==> src/logic/sfm_pkg.sv <==
/*
 * Shared constants and carrier types for the superframe marker and
 * D-channel timing block. Assumes a single 200 MHz system clock.
 */
package sfm_pkg;
    localparam int unsigned SFM_CLK_MHZ = 200;
    localparam int unsigned SFM_FRAMES_PER_SUPER = 96;
    localparam int unsigned SFM_FRAME_PERIOD_US = 125;
    localparam int unsigned SFM_FRAME_PERIOD_CYC = SFM_FRAME_PERIOD_US * SFM_CLK_MHZ;
    localparam logic [6:0] SFM_CNT_RESET = 7'h00;
    localparam logic [6:0] SFM_CNT_LAST = 7'h5f;
    localparam logic [3:0] SFM_DBITS_8 = 4'h8;
    localparam logic [3:0] SFM_DBITS_10 = 4'ha;
    localparam int unsigned SFM_SYNC_DEPTH = 2;

    // Pin inputs from the port side, already past synchronisers
    typedef struct packed {
        logic bit_clock;
        logic tx_frame_sync;
        logic rx_frame_sync;
        logic tx_superframe_marker;
        logic dchan_serial_in;
    } sfm_pins_in_t;

    // Operating mode straps
    typedef struct packed {
        logic long_frame;
        logic sync_master;
        logic marker_output;
        logic dchan_ten_bit;
    } sfm_mode_t;
endpackage

==> src/logic/sfm_sync.sv <==
/*
 * Two-flip-flop synchroniser bank for the port pins.
 * Assumes inputs are asynchronous to ref_clk.
 */
`timescale 1ns/1ps
`default_nettype none
module sfm_sync #(
    parameter int unsigned WIDTH = 5
) (
    // Clock and reset
    input wire logic ref_clk,
    input wire logic nrst,
    // Data
    input wire logic [WIDTH-1:0] async_in,
    output logic [WIDTH-1:0] sync_out
);
    logic [WIDTH-1:0] stage1;
    logic [WIDTH-1:0] stage2;

    always_ff @(posedge ref_clk) begin
        if (!nrst) begin
            stage1 <= '0;
            stage2 <= '0;
        end else begin
            stage1 <= async_in;
            stage2 <= stage1;
        end
    end

    assign sync_out = stage2;
endmodule // sfm_sync
`default_nettype wire

==> src/logic/sfm_port.sv <==
/*
 * Frame and superframe marker handling plus D-channel clocking for the
 * time-division serial port. Assumes the port bit clock is far slower
 * than ref_clk (at least four ref_clk cycles per phase).
 */
// What this block does
// - Short frame: marker sampled first falling edge
// - Long frame: marker sampled at sync rise
// - Output markers pulse once per 96 frames
// - Short frame marker one bit clock, next
// - Long frame marker: master rises with sync, slave at next fall
// - Master long frame: syncs rise after rising
// - Slave long frame: syncs sampled on falling
// - D-channel clock rises with port clock rise
// - D-channel output updated after clock rise
// - D-channel input captured on falling edge
`timescale 1ns/1ps
`default_nettype none
module sfm_port
    import sfm_pkg::*;
#(
    parameter int unsigned FRAME_PERIOD_CYC = sfm_pkg::SFM_FRAME_PERIOD_CYC
) (
    // Clock and reset
    input wire logic ref_clk,
    input wire logic nrst,
    // Mode straps
    input wire sfm_pkg::sfm_mode_t mode,
    // Port pins in
    input wire logic port_bit_clock,
    input wire logic tx_frame_sync_in,
    input wire logic rx_frame_sync_in,
    input wire logic tx_superframe_marker_in,
    input wire logic dchan_serial_in,
    // Port pins out
    output logic tx_frame_sync,
    output logic rx_frame_sync,
    output logic tx_superframe_marker,
    output logic rx_superframe_marker,
    output logic marker_oe,
    output logic dchan_bit_clock,
    output logic dchan_serial_out,
    // D-channel user side
    input wire logic [9:0] dchan_tx_word,
    output logic [9:0] dchan_rx_word,
    output logic dchan_rx_valid,
    output logic [6:0] frame_count
);
    import sfm_pkg::*;

    initial begin
        if (FRAME_PERIOD_CYC < 16) begin
            $error("FRAME_PERIOD_CYC too small");
        end
    end

    ////////////////////////////////////////////////////////////////////
    sfm_pins_in_t pins;
    logic [4:0] pins_raw;
    logic [4:0] pins_sync;

    assign pins_raw = {port_bit_clock, tx_frame_sync_in, rx_frame_sync_in,
                       tx_superframe_marker_in, dchan_serial_in};
    assign pins = sfm_pins_in_t'(pins_sync);

    sfm_sync #(.WIDTH(5)) u_sync (
        .ref_clk(ref_clk),
        .nrst(nrst),
        .async_in(pins_raw),
        .sync_out(pins_sync)
    );

    ////////////////////////////////////////////////////////////////////
    // Edge history of the synchronised pins
    logic clk_prev, fsx_prev, fsr_prev;
    logic next_clk_prev, next_fsx_prev, next_fsr_prev;
    logic clk_rise, clk_fall;

    assign clk_rise = pins.bit_clock && !clk_prev;
    assign clk_fall = !pins.bit_clock && clk_prev;

    always_comb begin
        next_clk_prev = pins.bit_clock;
        next_fsx_prev = pins.tx_frame_sync;
        next_fsr_prev = pins.rx_frame_sync;
    end

    always_ff @(posedge ref_clk) begin
        if (!nrst) begin
            clk_prev <= 1'b0;
            fsx_prev <= 1'b0;
            fsr_prev <= 1'b0;
        end else begin
            clk_prev <= next_clk_prev;
            fsx_prev <= next_fsx_prev;
            fsr_prev <= next_fsr_prev;
        end
    end

    ////////////////////////////////////////////////////////////////////
    // Frame sync timing: master counts out the frame period, slave samples the pins
    logic [31:0] period_cnt, next_period_cnt;
    logic fs_drive, next_fs_drive;
    logic fsx_seen, fsr_seen, next_fsx_seen, next_fsr_seen;
    logic tx_frame, rx_frame;
    logic tx_superframe_marker_pend, next_tx_superframe_marker_pend;
    logic tx_superframe_marker_hit;
    logic fsx_rise;

    always_comb begin
        next_period_cnt = period_cnt;
        next_fs_drive = fs_drive;
        next_fsx_seen = fsx_seen;
        next_fsr_seen = fsr_seen;
        tx_frame = 1'b0;
        rx_frame = 1'b0;
        if (mode.sync_master) begin
            // Period floor keeps frames at least the nominal apart
            if (period_cnt < FRAME_PERIOD_CYC - 1) begin
                next_period_cnt = period_cnt + 32'h1;
            end
            if (clk_rise) begin
                if (period_cnt >= FRAME_PERIOD_CYC - 1) begin
                    next_fs_drive = 1'b1;
                    next_period_cnt = 32'h0;
                    tx_frame = 1'b1;
                    rx_frame = 1'b1;
                end else begin
                    next_fs_drive = 1'b0;
                end
            end
        end else if (clk_fall) begin
            // Sampled high level on falling edge counts the frame once
            next_fsx_seen = pins.tx_frame_sync;
            next_fsr_seen = pins.rx_frame_sync;
            tx_frame = pins.tx_frame_sync && !fsx_seen;
            rx_frame = pins.rx_frame_sync && !fsr_seen;
        end
    end

    always_ff @(posedge ref_clk) begin
        if (!nrst) begin
            period_cnt <= 32'h0;
            fs_drive <= 1'b0;
            fsx_seen <= 1'b0;
            fsr_seen <= 1'b0;
        end else begin
            period_cnt <= next_period_cnt;
            fs_drive <= next_fs_drive;
            fsx_seen <= next_fsx_seen;
            fsr_seen <= next_fsr_seen;
        end
    end

    ////////////////////////////////////////////////////////////////////
    // Marker input sampling
    // Far end keeps the 96-frame spacing; we only realign on it
    always_comb begin
        next_tx_superframe_marker_pend = tx_superframe_marker_pend;
        tx_superframe_marker_hit = 1'b0;
        // Master sync is our own, so its rise is the frame strobe itself
        fsx_rise = mode.sync_master ? tx_frame : (pins.tx_frame_sync && !fsx_prev);
        if (!mode.marker_output) begin
            if (mode.long_frame) begin
                // Held from the sync rise until the frame is counted
                if (fsx_rise) begin
                    next_tx_superframe_marker_pend = pins.tx_superframe_marker;
                end
                if (tx_frame) begin
                    tx_superframe_marker_hit = fsx_rise ? pins.tx_superframe_marker : tx_superframe_marker_pend;
                    next_tx_superframe_marker_pend = 1'b0;
                end
            end else begin
                if (fsx_rise) begin
                    next_tx_superframe_marker_pend = 1'b1;
                end
                if (tx_superframe_marker_pend && clk_fall) begin
                    tx_superframe_marker_hit = pins.tx_superframe_marker;
                    next_tx_superframe_marker_pend = 1'b0;
                end
            end
        end
    end

    always_ff @(posedge ref_clk) begin
        if (!nrst) begin
            tx_superframe_marker_pend <= 1'b0;
        end else begin
            tx_superframe_marker_pend <= next_tx_superframe_marker_pend;
        end
    end

    ////////////////////////////////////////////////////////////////////
    // Superframe counters; short sync pulse alignment is left to the
    // marker pin, so an unmarked stream takes its first frame after reset as frame zero
    logic [6:0] tx_cnt, rx_cnt, next_tx_cnt, next_rx_cnt;

    always_comb begin
        next_tx_cnt = tx_cnt;
        next_rx_cnt = rx_cnt;
        if (tx_superframe_marker_hit) begin
            next_tx_cnt = SFM_CNT_RESET;
        end else if (tx_frame) begin
            next_tx_cnt = (tx_cnt == SFM_CNT_LAST) ? SFM_CNT_RESET
                          : tx_cnt + 7'h01;
        end
        if (rx_frame) begin
            next_rx_cnt = (rx_cnt == SFM_CNT_LAST) ? SFM_CNT_RESET
                          : rx_cnt + 7'h01;
        end
    end

    always_ff @(posedge ref_clk) begin
        if (!nrst) begin
            tx_cnt <= SFM_CNT_LAST;
            rx_cnt <= SFM_CNT_LAST;
        end else begin
            tx_cnt <= next_tx_cnt;
            rx_cnt <= next_rx_cnt;
        end
    end

    ////////////////////////////////////////////////////////////////////
    // Marker outputs
    logic sfx_out, sfr_out, next_sfx_out, next_sfr_out;
    logic sfx_arm, sfr_arm, next_sfx_arm, next_sfr_arm;

    always_comb begin
        next_sfx_out = sfx_out;
        next_sfr_out = sfr_out;
        next_sfx_arm = sfx_arm;
        next_sfr_arm = sfr_arm;
        if (!mode.marker_output) begin
            next_sfx_out = 1'b0;
            next_sfr_out = 1'b0;
        end else if (mode.long_frame) begin
            // Follows its own sync level through the marked frame
            next_sfx_out = (tx_frame || (sfx_out && tx_frame_sync_level()))
                           && (next_tx_cnt == SFM_CNT_RESET);
            next_sfr_out = (rx_frame || (sfr_out && rx_frame_sync_level()))
                           && (next_rx_cnt == SFM_CNT_RESET);
        end else begin
            // Arm after the clear: a master frame starts on a clock rise
            if (clk_rise) begin
                next_sfx_out = sfx_arm;
                next_sfr_out = sfr_arm;
                next_sfx_arm = 1'b0;
                next_sfr_arm = 1'b0;
            end
            if (tx_frame && next_tx_cnt == SFM_CNT_RESET) begin
                next_sfx_arm = 1'b1;
            end
            if (rx_frame && next_rx_cnt == SFM_CNT_RESET) begin
                next_sfr_arm = 1'b1;
            end
        end
    end

    function automatic logic tx_frame_sync_level();
        return mode.sync_master ? fs_drive : pins.tx_frame_sync;
    endfunction

    function automatic logic rx_frame_sync_level();
        return mode.sync_master ? fs_drive : pins.rx_frame_sync;
    endfunction

    always_ff @(posedge ref_clk) begin
        if (!nrst) begin
            sfx_out <= 1'b0;
            sfr_out <= 1'b0;
            sfx_arm <= 1'b0;
            sfr_arm <= 1'b0;
        end else begin
            sfx_out <= next_sfx_out;
            sfr_out <= next_sfr_out;
            sfx_arm <= next_sfx_arm;
            sfr_arm <= next_sfr_arm;
        end
    end

    ////////////////////////////////////////////////////////////////////
    // D-channel: clock follows the port clock inside the D-channel burst
    logic [3:0] dbit, next_dbit;
    logic dclk, next_dclk;
    logic dout, next_dout;
    logic [9:0] dsh, next_dsh, drx, next_drx;
    logic drx_valid, next_drx_valid;
    logic [3:0] dlen;

    assign dlen = mode.dchan_ten_bit ? SFM_DBITS_10 : SFM_DBITS_8;

    always_comb begin
        next_dbit = dbit;
        next_dclk = dclk;
        next_dout = dout;
        next_dsh = dsh;
        next_drx = drx;
        next_drx_valid = 1'b0;
        if (tx_frame) begin
            next_dbit = 4'h0;
        end else if (clk_rise && dbit < dlen) begin
            next_dclk = 1'b1;
            next_dout = dchan_tx_word[4'(dlen - dbit - 4'h1)];
        end else if (clk_fall && dclk) begin
            next_dclk = 1'b0;
            next_dsh = {dsh[8:0], pins.dchan_serial_in};
            next_dbit = dbit + 4'h1;
            if (dbit + 4'h1 == dlen) begin
                next_drx = {dsh[8:0], pins.dchan_serial_in};
                next_drx_valid = 1'b1;
            end
        end
    end

    always_ff @(posedge ref_clk) begin
        if (!nrst) begin
            dbit <= SFM_DBITS_10;
            dclk <= 1'b0;
            dout <= 1'b0;
            dsh <= 10'h000;
            drx <= 10'h000;
            drx_valid <= 1'b0;
        end else begin
            dbit <= next_dbit;
            dclk <= next_dclk;
            dout <= next_dout;
            dsh <= next_dsh;
            drx <= next_drx;
            drx_valid <= next_drx_valid;
        end
    end

    ////////////////////////////////////////////////////////////////////
    logic moe;

    always_ff @(posedge ref_clk) begin
        if (!nrst) begin
            moe <= 1'b0;
        end else begin
            moe <= mode.marker_output;
        end
    end

    assign tx_frame_sync = fs_drive;
    assign rx_frame_sync = fs_drive;
    assign tx_superframe_marker = sfx_out;
    assign rx_superframe_marker = sfr_out;
    assign marker_oe = moe;
    assign dchan_bit_clock = dclk;
    assign dchan_serial_out = dout;
    assign dchan_rx_word = drx;
    assign dchan_rx_valid = drx_valid;
    assign frame_count = tx_cnt;
endmodule // sfm_port
`default_nettype wire

==> config.mk <==
export PLATFORM = sky130hd
export DESIGN_NAME = sfm_port
export DESIGN_NICKNAME = d
export VERILOG_FILES = /design/src/logic/sfm_pkg.sv /design/src/logic/sfm_sync.sv /design/src/logic/sfm_port.sv
export SDC_FILE = /design/constraint.sdc
export NUM_CORES = 1
export LEC_CHECK = 0
export BUFFER_PORTS_ARGS = -buffer_cell sky130_fd_sc_hd__buf_2
export CORE_MARGIN = 2
export CORE_UTILIZATION = 41
export DETAILED_ROUTE_END_ITERATION = 16
export GPL_TIMING_DRIVEN = 0
export PLACE_DENSITY = 0.56
export SLEW_MARGIN = 10
export SYNTH_ARGS = -nofsm -noshare
export SYNTH_HDL_FRONTEND = slang
export SYNTH_SLANG_ARGS = --single-unit
export TNS_END_PERCENT = 10
==> constraint.sdc <==
create_clock -name ref_clk -period 2.9 [get_ports ref_clk]
set_input_delay 0.29 -clock ref_clk [delete_from_list [all_inputs] [get_ports ref_clk]]
set_output_delay 0.29 -clock ref_clk [all_outputs]
set_load 0.02 [all_outputs]
==> summary.md, run 1 <==
| Metric | Value |
|---|---|
| Total routing usage reported by global routing | `16.9%` |
| DRT iter0 DRCs | `116` |
| Largest buffer count on any clock path | `2` |
| Cell types with the largest area share after synthesis | `dfxtp_1 46%, nand2_1 5.1%, nor2_1 4.2%, mux2i_1 4.2%, xor2_1 3.4%` |
| Wire length of the first global-routing pass | `~15 mm` |
| Min Tclk post-route | `2.79 ns` |
| Die outline area | `~11000 sq um` |
| Maximum number of pins on one net before global-route repair | `17` |
| Part of the cycle the worst path needs | `around 96%` |
| Worst max-slew margin expressed relative to the limit | `45.7%` |
| Number of rows in the core area | `36` |
| Class of the tightest hold or removal check | `primary input to flop` |
| TritonCTS clock tree | `yes` |
| Core outline area | `just under 10000 sq um` |
| Clock sink total | `between 90 and 100` |
| Post-synthesis net count | `around 480` |
| Final #Nets | `~540` |
| Die W | `104 um` |
| Hold_ws | `roughly 0.14 ns` |
| Final WL | `~9 mm` |
| Number of instances in the synthesized netlist | `approximately 460` |
| Summed instance area of the synthesized netlist | `just over 4000 sq um` |
| Total of flip-flops plus latches after synthesis | `a little over 90` |
| Kind of critical path | `flop to flop` |
| Cell chosen for the clock root | `clkbuf_8` |
| List of most frequent post-synthesis cells | `93 x dfxtp_1, 55 x nand2_1, 46 x nor2_1, 22 x a21oi_1, 21 x and3_1` |
| Antenna Cells | `0` |
| Most used standard cell by instance count after synthesis | `dfxtp_1` |
| TritonCTS Buffers | `9` |
| Final count of negative-setup-slack endpoints | `0` |
| Max capacitance violation total | `0` |
| Non-Filler Instances | `650` |
| Kind of capture point of the worst setup path | `flop` |
| Gr ovfl total | `0` |
| Yosys cell types | `56` |
| Pin slew with the least headroom to its limit | `0.805 ns` |
| Clock transition at the registers of the reported paths | `roughly 0.10 ns` |
| Number of antenna-violating nets in the routed design | `0` |
| Length of the first detailed-routing pass in iterations | `4` |
| Power density cells | `497 nW/um^2` |
| Result of the run | `finished, final reports clean` |
| Multi-input gate area in the final layout | `around 2100 sq um` |
| Worst vdd ir | `just under 300 uV` |
| Critical path arrival | `3.06 ns` |
| Via count of the first global-routing pass | `around 3200` |
| Hold Violations, Final | `0` |
| RD Place Congestion | `~0.89` |
| Die Height | `~100 um` |
| Predominant post-synthesis flop cell | `dfxtp_1` |
| Antenna violations before repair | `0` |
| Share of the synthesized area in the top cell type | `between 40% and 50%` |
| Fraction of synthesis flops using an asynchronous set or reset pin | `0%` |
| Number of synthesis warnings | `0` |
| H-tree levels | `3` |
| Fillcell total | `980` |
| Number of hold buffers added after CTS | `0` |
| Total DRC errors in the routed layout | `0` |
| Layout cells sized above 1 | `around 16%` |
| Required arrival time at the worst endpoint | `between 3 and 4 ns` |
| Sort of element at the start of the critical path | `flop` |
| Starting density of the core | `42.0%` |
| Max-slew violations | `0` |
| Unrepaired setup endpoints after global routing | `no` |
| Drt wl/cell | `between 10 and 15 um` |
| FF/Latch Area | `roughly 1900 sq um` |
| Setup TNS | `0 ns` |
| Pleak | `1.99 nW` |
| Fmax achieved | `358 MHz` |
| Half-perimeter wire length of the detailed placement result | `about 6.3 mm` |
| Layout Area Growth over Synthesis | `16.9%` |
| Boundary Pins | `46` |
| Layout Utilization | `around half` |
| Via/cell ratio | `5.21` |
| Sequential element share of the synthesized area | `around 46%` |
| Total via count in the routed design | `roughly 3400` |
| Post-Synthesis Mean Instance Area | `approximately 9.0 sq um` |
| Count of flip-flops with a built-in enable after synthesis | `0` |
| Crit-path max FO | `8` |
| Input/output buffers | `43` |
| Worst-Skew Late Latency | `0.36 ns` |
| Biggest area consumer among synthesized cells | `dfxtp_1` |
| Inst Count DP | `approximately 630` |
| Clock skew after layout | `approximately 0.015 ns` |
==> per-stage QoR <==
step / total power, mW / cell area, sq um / setup slack [ns]
global placement: 1.41 / 4460 / -0.0311
finish: 2.37 / 4770 / 0.109
CTS: 2.40 / 4700 / -0.0666
floorplan: 1.38 / 4080 / 0.386
detailed placement: 1.42 / 4460 / -0.0572
global route: 2.48 / 4770 / 0.000341
==> placed cells by master (no fill, tap or decap), types with 2 or more instances in the layout <==
master,count
buf_2,44
and4_1,2
clkbuf_8,10
a21oi_1,22
nor3_1,10
o211ai_1,3
dfxtp_1,93
xnor2_1,10
o21ai_0,20
or4_1,2
nand3_1,15
nor2_1,46
clkbuf_1,17
a211o_1,3
a2111oi_4,2
bufinv_16,2
xor2_1,16
a21o_1,2
nor4_1,6
buf_4,3
nand2b_1,5
and3_1,21
a31oi_1,2
and2_1,15
mux4_2,2
mux2i_1,17
or3_1,6
inv_6,3
o32ai_1,2
o31ai_1,3
ha_1,5
buf_6,2
o32ai_2,2
nor2b_1,3
a22o_1,2
nand2_1,55
nand4_1,6
inv_1,11
==> repair_timing <==
action	CTS	global route
buffers inserted	0	3
resized for setup	1	9
pin swaps	0	2
setup endpoints to repair	11	27
==> logic make-up after synthesis <==
family                     synth area share [%]
DFF                                        45.6
buffers and inverters                      3.25
AOI/OAI and AO/OA                          14.0
muxes                                      5.55
and+or+nand+nor                            24.2
xor gates and xnor gates                   5.58
adders and majority gates                  1.84
==> area by class of cell <==
| type | count | share of cell area (%) |
|---|---|---|
| repair buffers | 46 | 5.06 |
| well taps | 133 | 3.49 |
| flip-flops and latches | 93 | 39.0 |
| plain buffers | 21 | 1.91 |
| inverters | 11 | 0.865 |
| clock buffers | 10 | 2.88 |
| multi-input cells | 330 | 44.9 |
| clock inverters | 6 | 1.91 |
==> worst paths after layout <==
kind                          from                  to  slack [ns]  cells past startpoint
setup / recovery     period_cnt[0]             sfx_arm        0.11                     10
hold / removal     dchan_serial_in    u_sync.stage1[0]        0.14                      2
setup reg to reg     period_cnt[0]             sfx_arm        0.11                     10
hold reg to reg   u_sync.stage1[1]  u_sync.sync_out[1]        0.44                      1
==> state kept, by name (all words and copies together), names as in the netlist, 4 cells and up <==
register	flops
period_cnt	32
dchan_rx_word	10
dsh	9
frame_count	7
rx_cnt	7
u_sync.stage1	5
u_sync.sync_out	5
dbit	4
==> routing by layer <==
metal | track usage [%] | wire [um] | up-vias
met5 | 0 | 0 | -
met3 | 3.27 | 247 | 14
met1 | 21.9 | 4270 | 1608
met2 | 28.0 | 4110 | 46
li1 | - | - | 1721
met4 | 6.37 | 142 | 0
==> report_power, final <==
group | internal (mW) | leakage (nW) | total (mW) | switching, mW
Sequential | 1.29 | 0.752 | 1.30 | 0.00844
Combinational | 0.0340 | 1.12 | 0.0889 | 0.0549
Clock | 0.517 | 0.118 | 0.986 | 0.469
Total | 1.84 | 1.99 | 2.37 | 0.532
==> critical path, stage by stage (launching register included) <==
cell and delay (ns):
dfxtp_1 0.35, ha_2 0.22, a2111oi_4 0.35, nor4_4 0.08
o311ai_4 0.31, buf_6 0.17, nand2_4 0.09, or4_1 0.42
a22oi_2 0.26, o32ai_4 0.14, o32ai_1 0.30
Note: power is estimated with default switching activity, not from simulation.
==> inputs of run 2 (changes only) <==
Settings changed: ABC_AREA from default to 1, GPL_ROUTABILITY_DRIVEN from default to 0.
==> run 2 against run 1 <==
  * Synthesized area rose by 7.2%
  * Worst setup slack improved by 0.60 ns
  * Routed wire length fell by 1.3%
  * Non-clock buffer count fell by 6
  * Design area rose by 3.6%
  * Die area rose by 6.9%
  * Via count rose by 7.3%
  * Combinational power rose by 59%
  * Critical endpoint is now period_cnt[2]
  * Largest power group unchanged
  * Highest routed layer unchanged
==> summary.md, run 2 <==
| Metric | Value |
|---|---|
| Post-synthesis net count | `620 (was 482)` |
| Post-Synthesis Mean Instance Area | `7.38 sq um (was 8.97 sq um)` |
| Post CTS Setup Buffer Count | `0 (unchanged)` |
| Antenna violations before repair | `0 (unchanged)` |
| Dominant combinational cell family by area after synthesis | `simple AND/OR/NAND/NOR gates (unchanged)` |
| Register bank with the most flops | `period_cnt (unchanged)` |
| Leading cell type in the layout, fill and taps excluded | `nand2_1 (was dfxtp_1)` |
| Die W | `107 um (was 104 um)` |
| Number of synthesis warnings | `0 (unchanged)` |
| Via/cell ratio | `4.61 (was 5.21)` |
| Biggest area consumer among synthesized cells | `dfxtp_1 (unchanged)` |
| Pleak | `2.34 nW (was 1.99 nW)` |
| Inst Count DP | `772 (was 631)` |
| Worst-Skew Late Latency | `0.36 ns (about the same)` |
| Power density cells | `457 nW/um^2 (was 497 nW/um^2)` |
| Cell area after layout | `4950 sq um (was 4770 sq um)` |
| Maximum number of pins on one net before global-route repair | `16 (was 17)` |
| Synth Area in Compound Gates | `12.8% (was 14.0%)` |
| Top library cells by usage in the layout, fill and taps aside | `117 x nand2_1, 100 x inv_1, 93 x dfxtp_1 (was 93 x dfxtp_1, 55 x nand2_1, 46 x nor2_1)` |
| Total routing usage reported by global routing | `16.5% (was 16.9%)` |
| Input/output buffers | `43 (unchanged)` |
| Yosys cell types | `43 (was 56)` |
| Clock sink total | `93 (unchanged)` |
| Setup TNS | `0 ns (unchanged)` |
| Clock skew after layout | `0.0139 ns (was 0.0147 ns)` |
| Min setup slack post-route | `0.706 ns (was 0.109 ns)` |
| Fraction of synthesis flops using an asynchronous set or reset pin | `0% (unchanged)` |
| Drt wl/cell | `11.0 um (was 13.5 um)` |
| Xor/xnor cell area share of the yosys netlist | `2.80% (was 5.58%)` |
| Multiplexer share of the synthesized area | `0% (was 5.55%)` |
| Crit-path max FO | `10 (was 8)` |
| Worst vdd ir | `222 uV (was 297 uV)` |
| Worst max-slew margin expressed relative to the limit | `58.4% (was 45.7%)` |
| Count of cells along the worst register-to-register path | `12 (was 10)` |
| Unrepaired setup endpoints after global routing | `no (unchanged)` |
| Max-slew violations | `0 (unchanged)` |
| Gr ovfl total | `0 (unchanged)` |
| DRT iter0 DRCs | `135 (was 116)` |
| Result of the run | `finished, final reports clean (unchanged)` |
| Pin slew with the least headroom to its limit | `0.625 ns (was 0.805 ns)` |
| Hold Violations, Final | `0 (unchanged)` |
| Cell chosen for the clock root | `clkbuf_8 (unchanged)` |
| Via count of the first global-routing pass | `3435 (was 3243)` |
| Kind of capture point of the worst setup path | `flop (unchanged)` |
| Critical path arrival | `2.43 ns (was 3.06 ns)` |
| TritonCTS clock tree | `yes (unchanged)` |
| DP Area | `4760 sq um (was 4460 sq um)` |
| Required arrival time at the worst endpoint | `3.14 ns (was 3.17 ns)` |
| Pre-CTS worst setup slack | `0.672 ns (was -0.0572 ns)` |
| Predominant post-synthesis flop cell | `dfxtp_1 (unchanged)` |
| Max capacitance violation total | `0 (unchanged)` |
| Total of flip-flops plus latches after synthesis | `93 (unchanged)` |
| Most used standard cell by instance count after synthesis | `nand2_1 (was dfxtp_1)` |
| Fmax achieved | `456 MHz (was 358 MHz)` |
| Sequential element share of the synthesized area | `42.5% (was 45.6%)` |
| Kind of critical path | `flop to flop (unchanged)` |
| Layout Area Growth over Synthesis | `13.0% (was 16.9%)` |
| Sort of element at the start of the critical path | `flop (unchanged)` |
| Cell types with the largest area share after synthesis | `dfxtp_1 43%, nand2_1 10%, inv_1 8.6%, nor2_1 6.7%, o21ai_0 3.8% (was dfxtp_1 46%, nand2_1 5.1%, nor2_1 4.2%, mux2i_1 4.2%, xor2_1 3.4%)` |
| Final count of negative-setup-slack endpoints | `0 (unchanged)` |
| Boundary Pins | `46 (unchanged)` |
| H-tree levels | `3 (unchanged)` |
| Summed instance area of the synthesized netlist | `4380 sq um (was 4080 sq um)` |
| Number of hold buffers added after CTS | `0 (unchanged)` |
| Flip-flop count of the largest register after layout | `32 (unchanged)` |
| Antenna Cells | `0 (unchanged)` |
| Non-Filler Instances | `788 (was 650)` |
| Overall power | `2.26 mW (was 2.37 mW)` |
| Internal reg-to-reg setup slack | `0.71 ns (was 0.11 ns)` |
| Largest buffer count on any clock path | `2 (unchanged)` |
| Core outline area | `10300 sq um (was 9730 sq um)` |
| Number of antenna-violating nets in the routed design | `0 (unchanged)` |
| Half-perimeter wire length of the detailed placement result | `6.44 mm (was 6.33 mm)` |
| Count of flip-flops with a built-in enable after synthesis | `0 (unchanged)` |
| Total DRC errors in the routed layout | `0 (unchanged)` |
| Number of rows in the core area | `37 (was 36)` |
| Part of the cycle the worst path needs | `75.7% (was 96.3%)` |
| Final #Nets | `674 (was 539)` |
| Layout cells sized above 1 | `19.9% (was 15.9%)` |
| Die outline area | `11500 sq um (was 10800 sq um)` |
| Post_cts resized | `0 (was 1)` |
| Adder-Cell Fraction of Synth Area | `1.72% (was 1.84%)` |
| Clock transition at the registers of the reported paths | `0.09 ns (was 0.10 ns)` |
| Fillcell total | `1055 (was 980)` |
| TritonCTS Buffers | `9 (unchanged)` |
| Simple-gate share of the synthesized area | `28.4% (was 24.2%)` |
| Number of instances in the synthesized netlist | `593 (was 455)` |
| Starting density of the core | `42.4% (was 42.0%)` |
| Die Height | `107 um (was 104 um)` |
| Total via count in the routed design | `3635 (was 3389)` |
| Class of the tightest hold or removal check | `primary input to flop (unchanged)` |
| Length of the first detailed-routing pass in iterations | `4 (unchanged)` |
| List of most frequent post-synthesis cells | `117 x nand2_1, 100 x inv_1, 93 x dfxtp_1, 78 x nor2_1, 33 x o21ai_0 (was 93 x dfxtp_1, 55 x nand2_1, 46 x nor2_1, 22 x a21oi_1, 21 x and3_1)` |
| Wire length of the first global-routing pass | `15.3 mm (was 15.0 mm)` |
| Final WL | `8.65 mm (was 8.77 mm)` |
| Share of the synthesized area in the top cell type | `42.5% (was 45.6%)` |
| Min Tclk post-route | `2.19 ns (was 2.79 ns)` |
| Hold depth | `3 (was 2)` |
run 2: changes by cell type after synthesis, sizes merged, moves of 8 or more:
cell	previous run	this run
inv	11	105
nand2	56	130
nor2	47	89
o21ai	21	50
and3	21	0
mux2i	17	0
and2	15	0
clkbuf	17	8
xor2	16	8
run 2: critical path, stage by stage (launching register included):
cell and delay (ns):
dfxtp_1 0.39, ha_1 0.18, nand2_1 0.07, nand2_1 0.07, nand3_1 0.06, nand2_1 0.08
nand2_2 0.06, nand2_4 0.10, nand2_4 0.09, buf_8 0.16, nand2_1 0.26, clkbuf_1 0.44
nor2_1 0.10
run 2: per-stage QoR:
step / util [%] / hold slack (ns)
2_1_floorplan: - / 0.388
3_3_place_gp: 46.1 / 0.400
3_5_place_dp: 46.1 / 0.401
4_1_cts: 47.9 / 0.0897
5_1_grt: 47.9 / 0.120
6_report: 47.9 / 0.112
run 2: cells by family (layout without fill, tap and decap cells):
logic type               Yosys count  in the layout
AND/OR/NAND/NOR                  268            268
buffers and inverters            123            182
flip-flops                        93             93
AO/OA/AOI/OAI                     89             89
XOR/XNOR                          14             14
adder cells (fa/ha/maj)            6              6
run 2: path summary, 6_finish.rpt:
path                             end                     from
setup / recovery       period_cnt[2]            period_cnt[1]
hold / removal      u_sync.stage1[1]  tx_superframe_marker_in
setup reg to reg       period_cnt[2]            period_cnt[1]
hold reg to reg   u_sync.sync_out[3]         u_sync.stage1[3]
run 2: power by group:
part	leakage [nW]	internal [mW]	total (mW)	switching (mW)
registers	0.753	1.29	1.30	0.00985
logic	1.49	0.0513	0.141	0.0898
clock network	0.0930	0.363	0.816	0.454
run 2: routing by layer:
layer / track usage (%) / up-vias / wire [um]
met3: 2.66 / 14 / 265
met1: 21.4 / 1616 / 4280
li1: - / 1947 / -
met5: 0 / - / 0
met4: 7.88 / 0 / 197
met2: 26.8 / 58 / 3910
run 2: area by class of cell:
class / instances / area, sq um / share of cell area [%]
Inverter: 105 / 394 / 7.97
Clock inverter: 4 / 30.0 / 0.607
Buffer: 18 / 116 / 2.35
Tap cell: 136 / 170 / 3.44
Clock buffer: 12 / 155 / 3.14
Multi-Input combinational cell: 377 / 2000 / 40.5
Sequential cell: 93 / 1860 / 37.6
Timing Repair Buffer: 43 / 215 / 4.35
==> inputs of run 3 (changes only) <==
Clock period 2.9 ns to 2.18 ns, I/O delays scaled along.
==> run 3 against run 2 <==
  * Die area is the same
  * Sequential power grew 33%
  * Register-to-register slack lost 0.60 ns
  * Combinational power grew 41%
  * Critical path type unchanged
  * Critical endpoint is now sfx_arm
  * Clock skew is essentially flat
  * Global-route usage is the same
  * Via count grew 1.5%
  * Clock-buffer cell count is the same
  * Sequential cell count is the same
  * Highest routed layer unchanged
  * Fmax grew 5.7%
==> summary.md, run 3 (same netlist as run 2, synthesis figures left out) <==
| Metric | Value |
|---|---|
| Hold Violations, Final | `0 (unchanged)` |
| Result of the run | `finished, final reports clean (unchanged)` |
| Cell chosen for the clock root | `clkbuf_8 (unchanged)` |
| Power density cells | `591 nW/um^2 (was 457 nW/um^2)` |
| Number of hold buffers added after CTS | `0 (unchanged)` |
| Part of the cycle the worst path needs | `95.2% (was 75.7%)` |
| TritonCTS clock tree | `yes (unchanged)` |
| Kind of capture point of the worst setup path | `flop (unchanged)` |
| Worst-Skew Late Latency | `0.36 ns (about the same)` |
| Antenna Cells | `0 (unchanged)` |
| Cell area after layout | `5120 sq um (was 4950 sq um)` |
| Crit-path max FO | `10 (unchanged)` |
| Layout cells sized above 1 | `23.3% (was 19.9%)` |
| Total via count in the routed design | `3690 (was 3635)` |
| Final count of negative-setup-slack endpoints | `0 (unchanged)` |
| Worst vdd ir | `296 uV (was 222 uV)` |
| Total DRC errors in the routed layout | `0 (unchanged)` |
| Setup TNS | `0 ns (unchanged)` |
| Pleak | `2.37 nW (was 2.34 nW)` |
| Final #Nets | `679 (was 674)` |
| Leading cell type in the layout, fill and taps excluded | `nand2_1 (unchanged)` |
| Top library cells by usage in the layout, fill and taps aside | `114 x nand2_1, 100 x inv_1, 90 x dfxtp_1 (was 117 x nand2_1, 100 x inv_1, 93 x dfxtp_1)` |
| Required arrival time at the worst endpoint | `2.46 ns (was 3.14 ns)` |
| Final WL | `8.98 mm (was 8.65 mm)` |
| Fmax achieved | `482 MHz (was 456 MHz)` |
| DP Area | `4760 sq um (unchanged)` |
| Layout Utilization | `49.6% (was 47.9%)` |
| Unrepaired setup endpoints after global routing | `yes (was no)` |
| Class of the tightest hold or removal check | `primary input to flop (unchanged)` |
| Core outline area | `10300 sq um (unchanged)` |
| Clock sink total | `93 (unchanged)` |
| H-tree levels | `3 (unchanged)` |
| Via/cell ratio | `4.65 (was 4.61)` |
| Number of antenna-violating nets in the routed design | `0 (unchanged)` |
| DRT iter0 DRCs | `90 (was 135)` |
| TritonCTS Buffers | `9 (unchanged)` |
| Min Tclk post-route | `2.08 ns (was 2.19 ns)` |
| Starting density of the core | `42.4% (unchanged)` |
| Total routing usage reported by global routing | `16.5% (unchanged)` |
| Largest buffer count on any clock path | `2 (unchanged)` |
| Max capacitance violation total | `0 (unchanged)` |
| Worst max-slew margin expressed relative to the limit | `58.4% (about the same)` |
| Layout Area Growth over Synthesis | `16.9% (was 13.0%)` |
| Maximum number of pins on one net before global-route repair | `16 (unchanged)` |
| Clock transition at the registers of the reported paths | `0.09 ns (about the same)` |
| Length of the first detailed-routing pass in iterations | `4 (unchanged)` |
| Pin slew with the least headroom to its limit | `0.624 ns (was 0.625 ns)` |
| Max-slew violations | `0 (unchanged)` |
| Flip-flop count of the largest register after layout | `32 (unchanged)` |
| Die Height | `107 um (unchanged)` |
| Via count of the first global-routing pass | `3435 (unchanged)` |
| Input/output buffers | `43 (unchanged)` |
| Antenna violations before repair | `0 (unchanged)` |
| Boundary Pins | `46 (unchanged)` |
| Number of rows in the core area | `37 (unchanged)` |
| Clock skew after layout | `0.0141 ns (was 0.0139 ns)` |
| Critical path arrival | `2.36 ns (was 2.43 ns)` |
| Kind of critical path | `flop to flop (unchanged)` |
| Gr ovfl total | `0 (unchanged)` |
| Die W | `107 um (unchanged)` |
| Hold_ws | `0.0403 ns (was 0.112 ns)` |
| Die outline area | `11500 sq um (unchanged)` |
| Wire length of the first global-routing pass | `15.3 mm (unchanged)` |
| Register bank with the most flops | `period_cnt (unchanged)` |
| Drt wl/cell | `11.3 um (was 11.0 um)` |
| Half-perimeter wire length of the detailed placement result | `6.44 mm (unchanged)` |
| Sort of element at the start of the critical path | `flop (unchanged)` |
run 3: metal layers:
metal | global-route usage [%] | share of wire, % | wire [um] | vias to the layer above
li1 | - | - | - | 1956
met1 | 21.4 | 49 | 4440 | 1662
met2 | 26.8 | 45 | 4070 | 58
met3 | 2.66 | 3.1 | 274 | 14
met4 | 7.88 | 2.2 | 197 | 0
met5 | 0 | 0 | 0 | -
run 3: critical path, stage by stage (launching register included):
cell and delay (ns):
dfxtp_4 0.37, ha_4 0.15, nand2_1 0.08, nand2_1 0.06, nand3_1 0.06, nand2_1 0.07
nand2_2 0.08, nand2_4 0.09, nand2_8 0.10, buf_8 0.15, nand3_2 0.11, nand3_4 0.13
nand2_4 0.09, o21ai_2 0.07, nand2_1 0.07, nor2_2 0.13, nand2_1 0.08, a21oi_2 0.11
run 3: metrics by stage:
step	total power, mW	cells	worst slack (ns)
2_1_floorplan	1.90	593	0.321
3_3_place_gp	1.96	772	-0.0216
3_5_place_dp	1.96	772	-0.0476
4_1_cts	3.06	788	0.00311
5_1_grt	3.15	793	-0.0433
6_report	3.02	793	0.104
run 3: repair_timing:
item,CTS,global route
pin swaps,0,6
resized for setup,1,29
setup buffers,0,3
cloned,0,2
endpoints found under the hold margin,0,0
endpoints found under the setup margin,10,41
run 3: worst paths after layout:
kind                            from                 end  slack, ns  cells past startpoint
max reg2reg            period_cnt[1]             sfx_arm       0.10                     17
min reg2reg         u_sync.stage1[3]  u_sync.sync_out[3]       0.42                      2
max                    period_cnt[1]             sfx_arm       0.10                     17
min          tx_superframe_marker_in    u_sync.stage1[1]       0.04                      3
run 3: final cells by class:
cell class | count | area, sq um
clock inverters | 4 | 30.0
inverters | 105 | 397
plain buffers | 18 | 126
multi-input cells | 378 | 2110
fillers | 1032 | 5210
clock buffers | 12 | 155
flip-flops and latches | 93 | 1870
well taps | 136 | 170
repair buffers | 47 | 263
run 3: where the power goes:
group | leakage (nW) | total (mW) | switching [mW] | internal [mW]
Sequential | 0.755 | 1.73 | 0.0147 | 1.72
Combinational | 1.53 | 0.199 | 0.126 | 0.0728
Clock | 0.0930 | 1.09 | 0.608 | 0.482
Total | 2.37 | 3.02 | 0.748 | 2.27
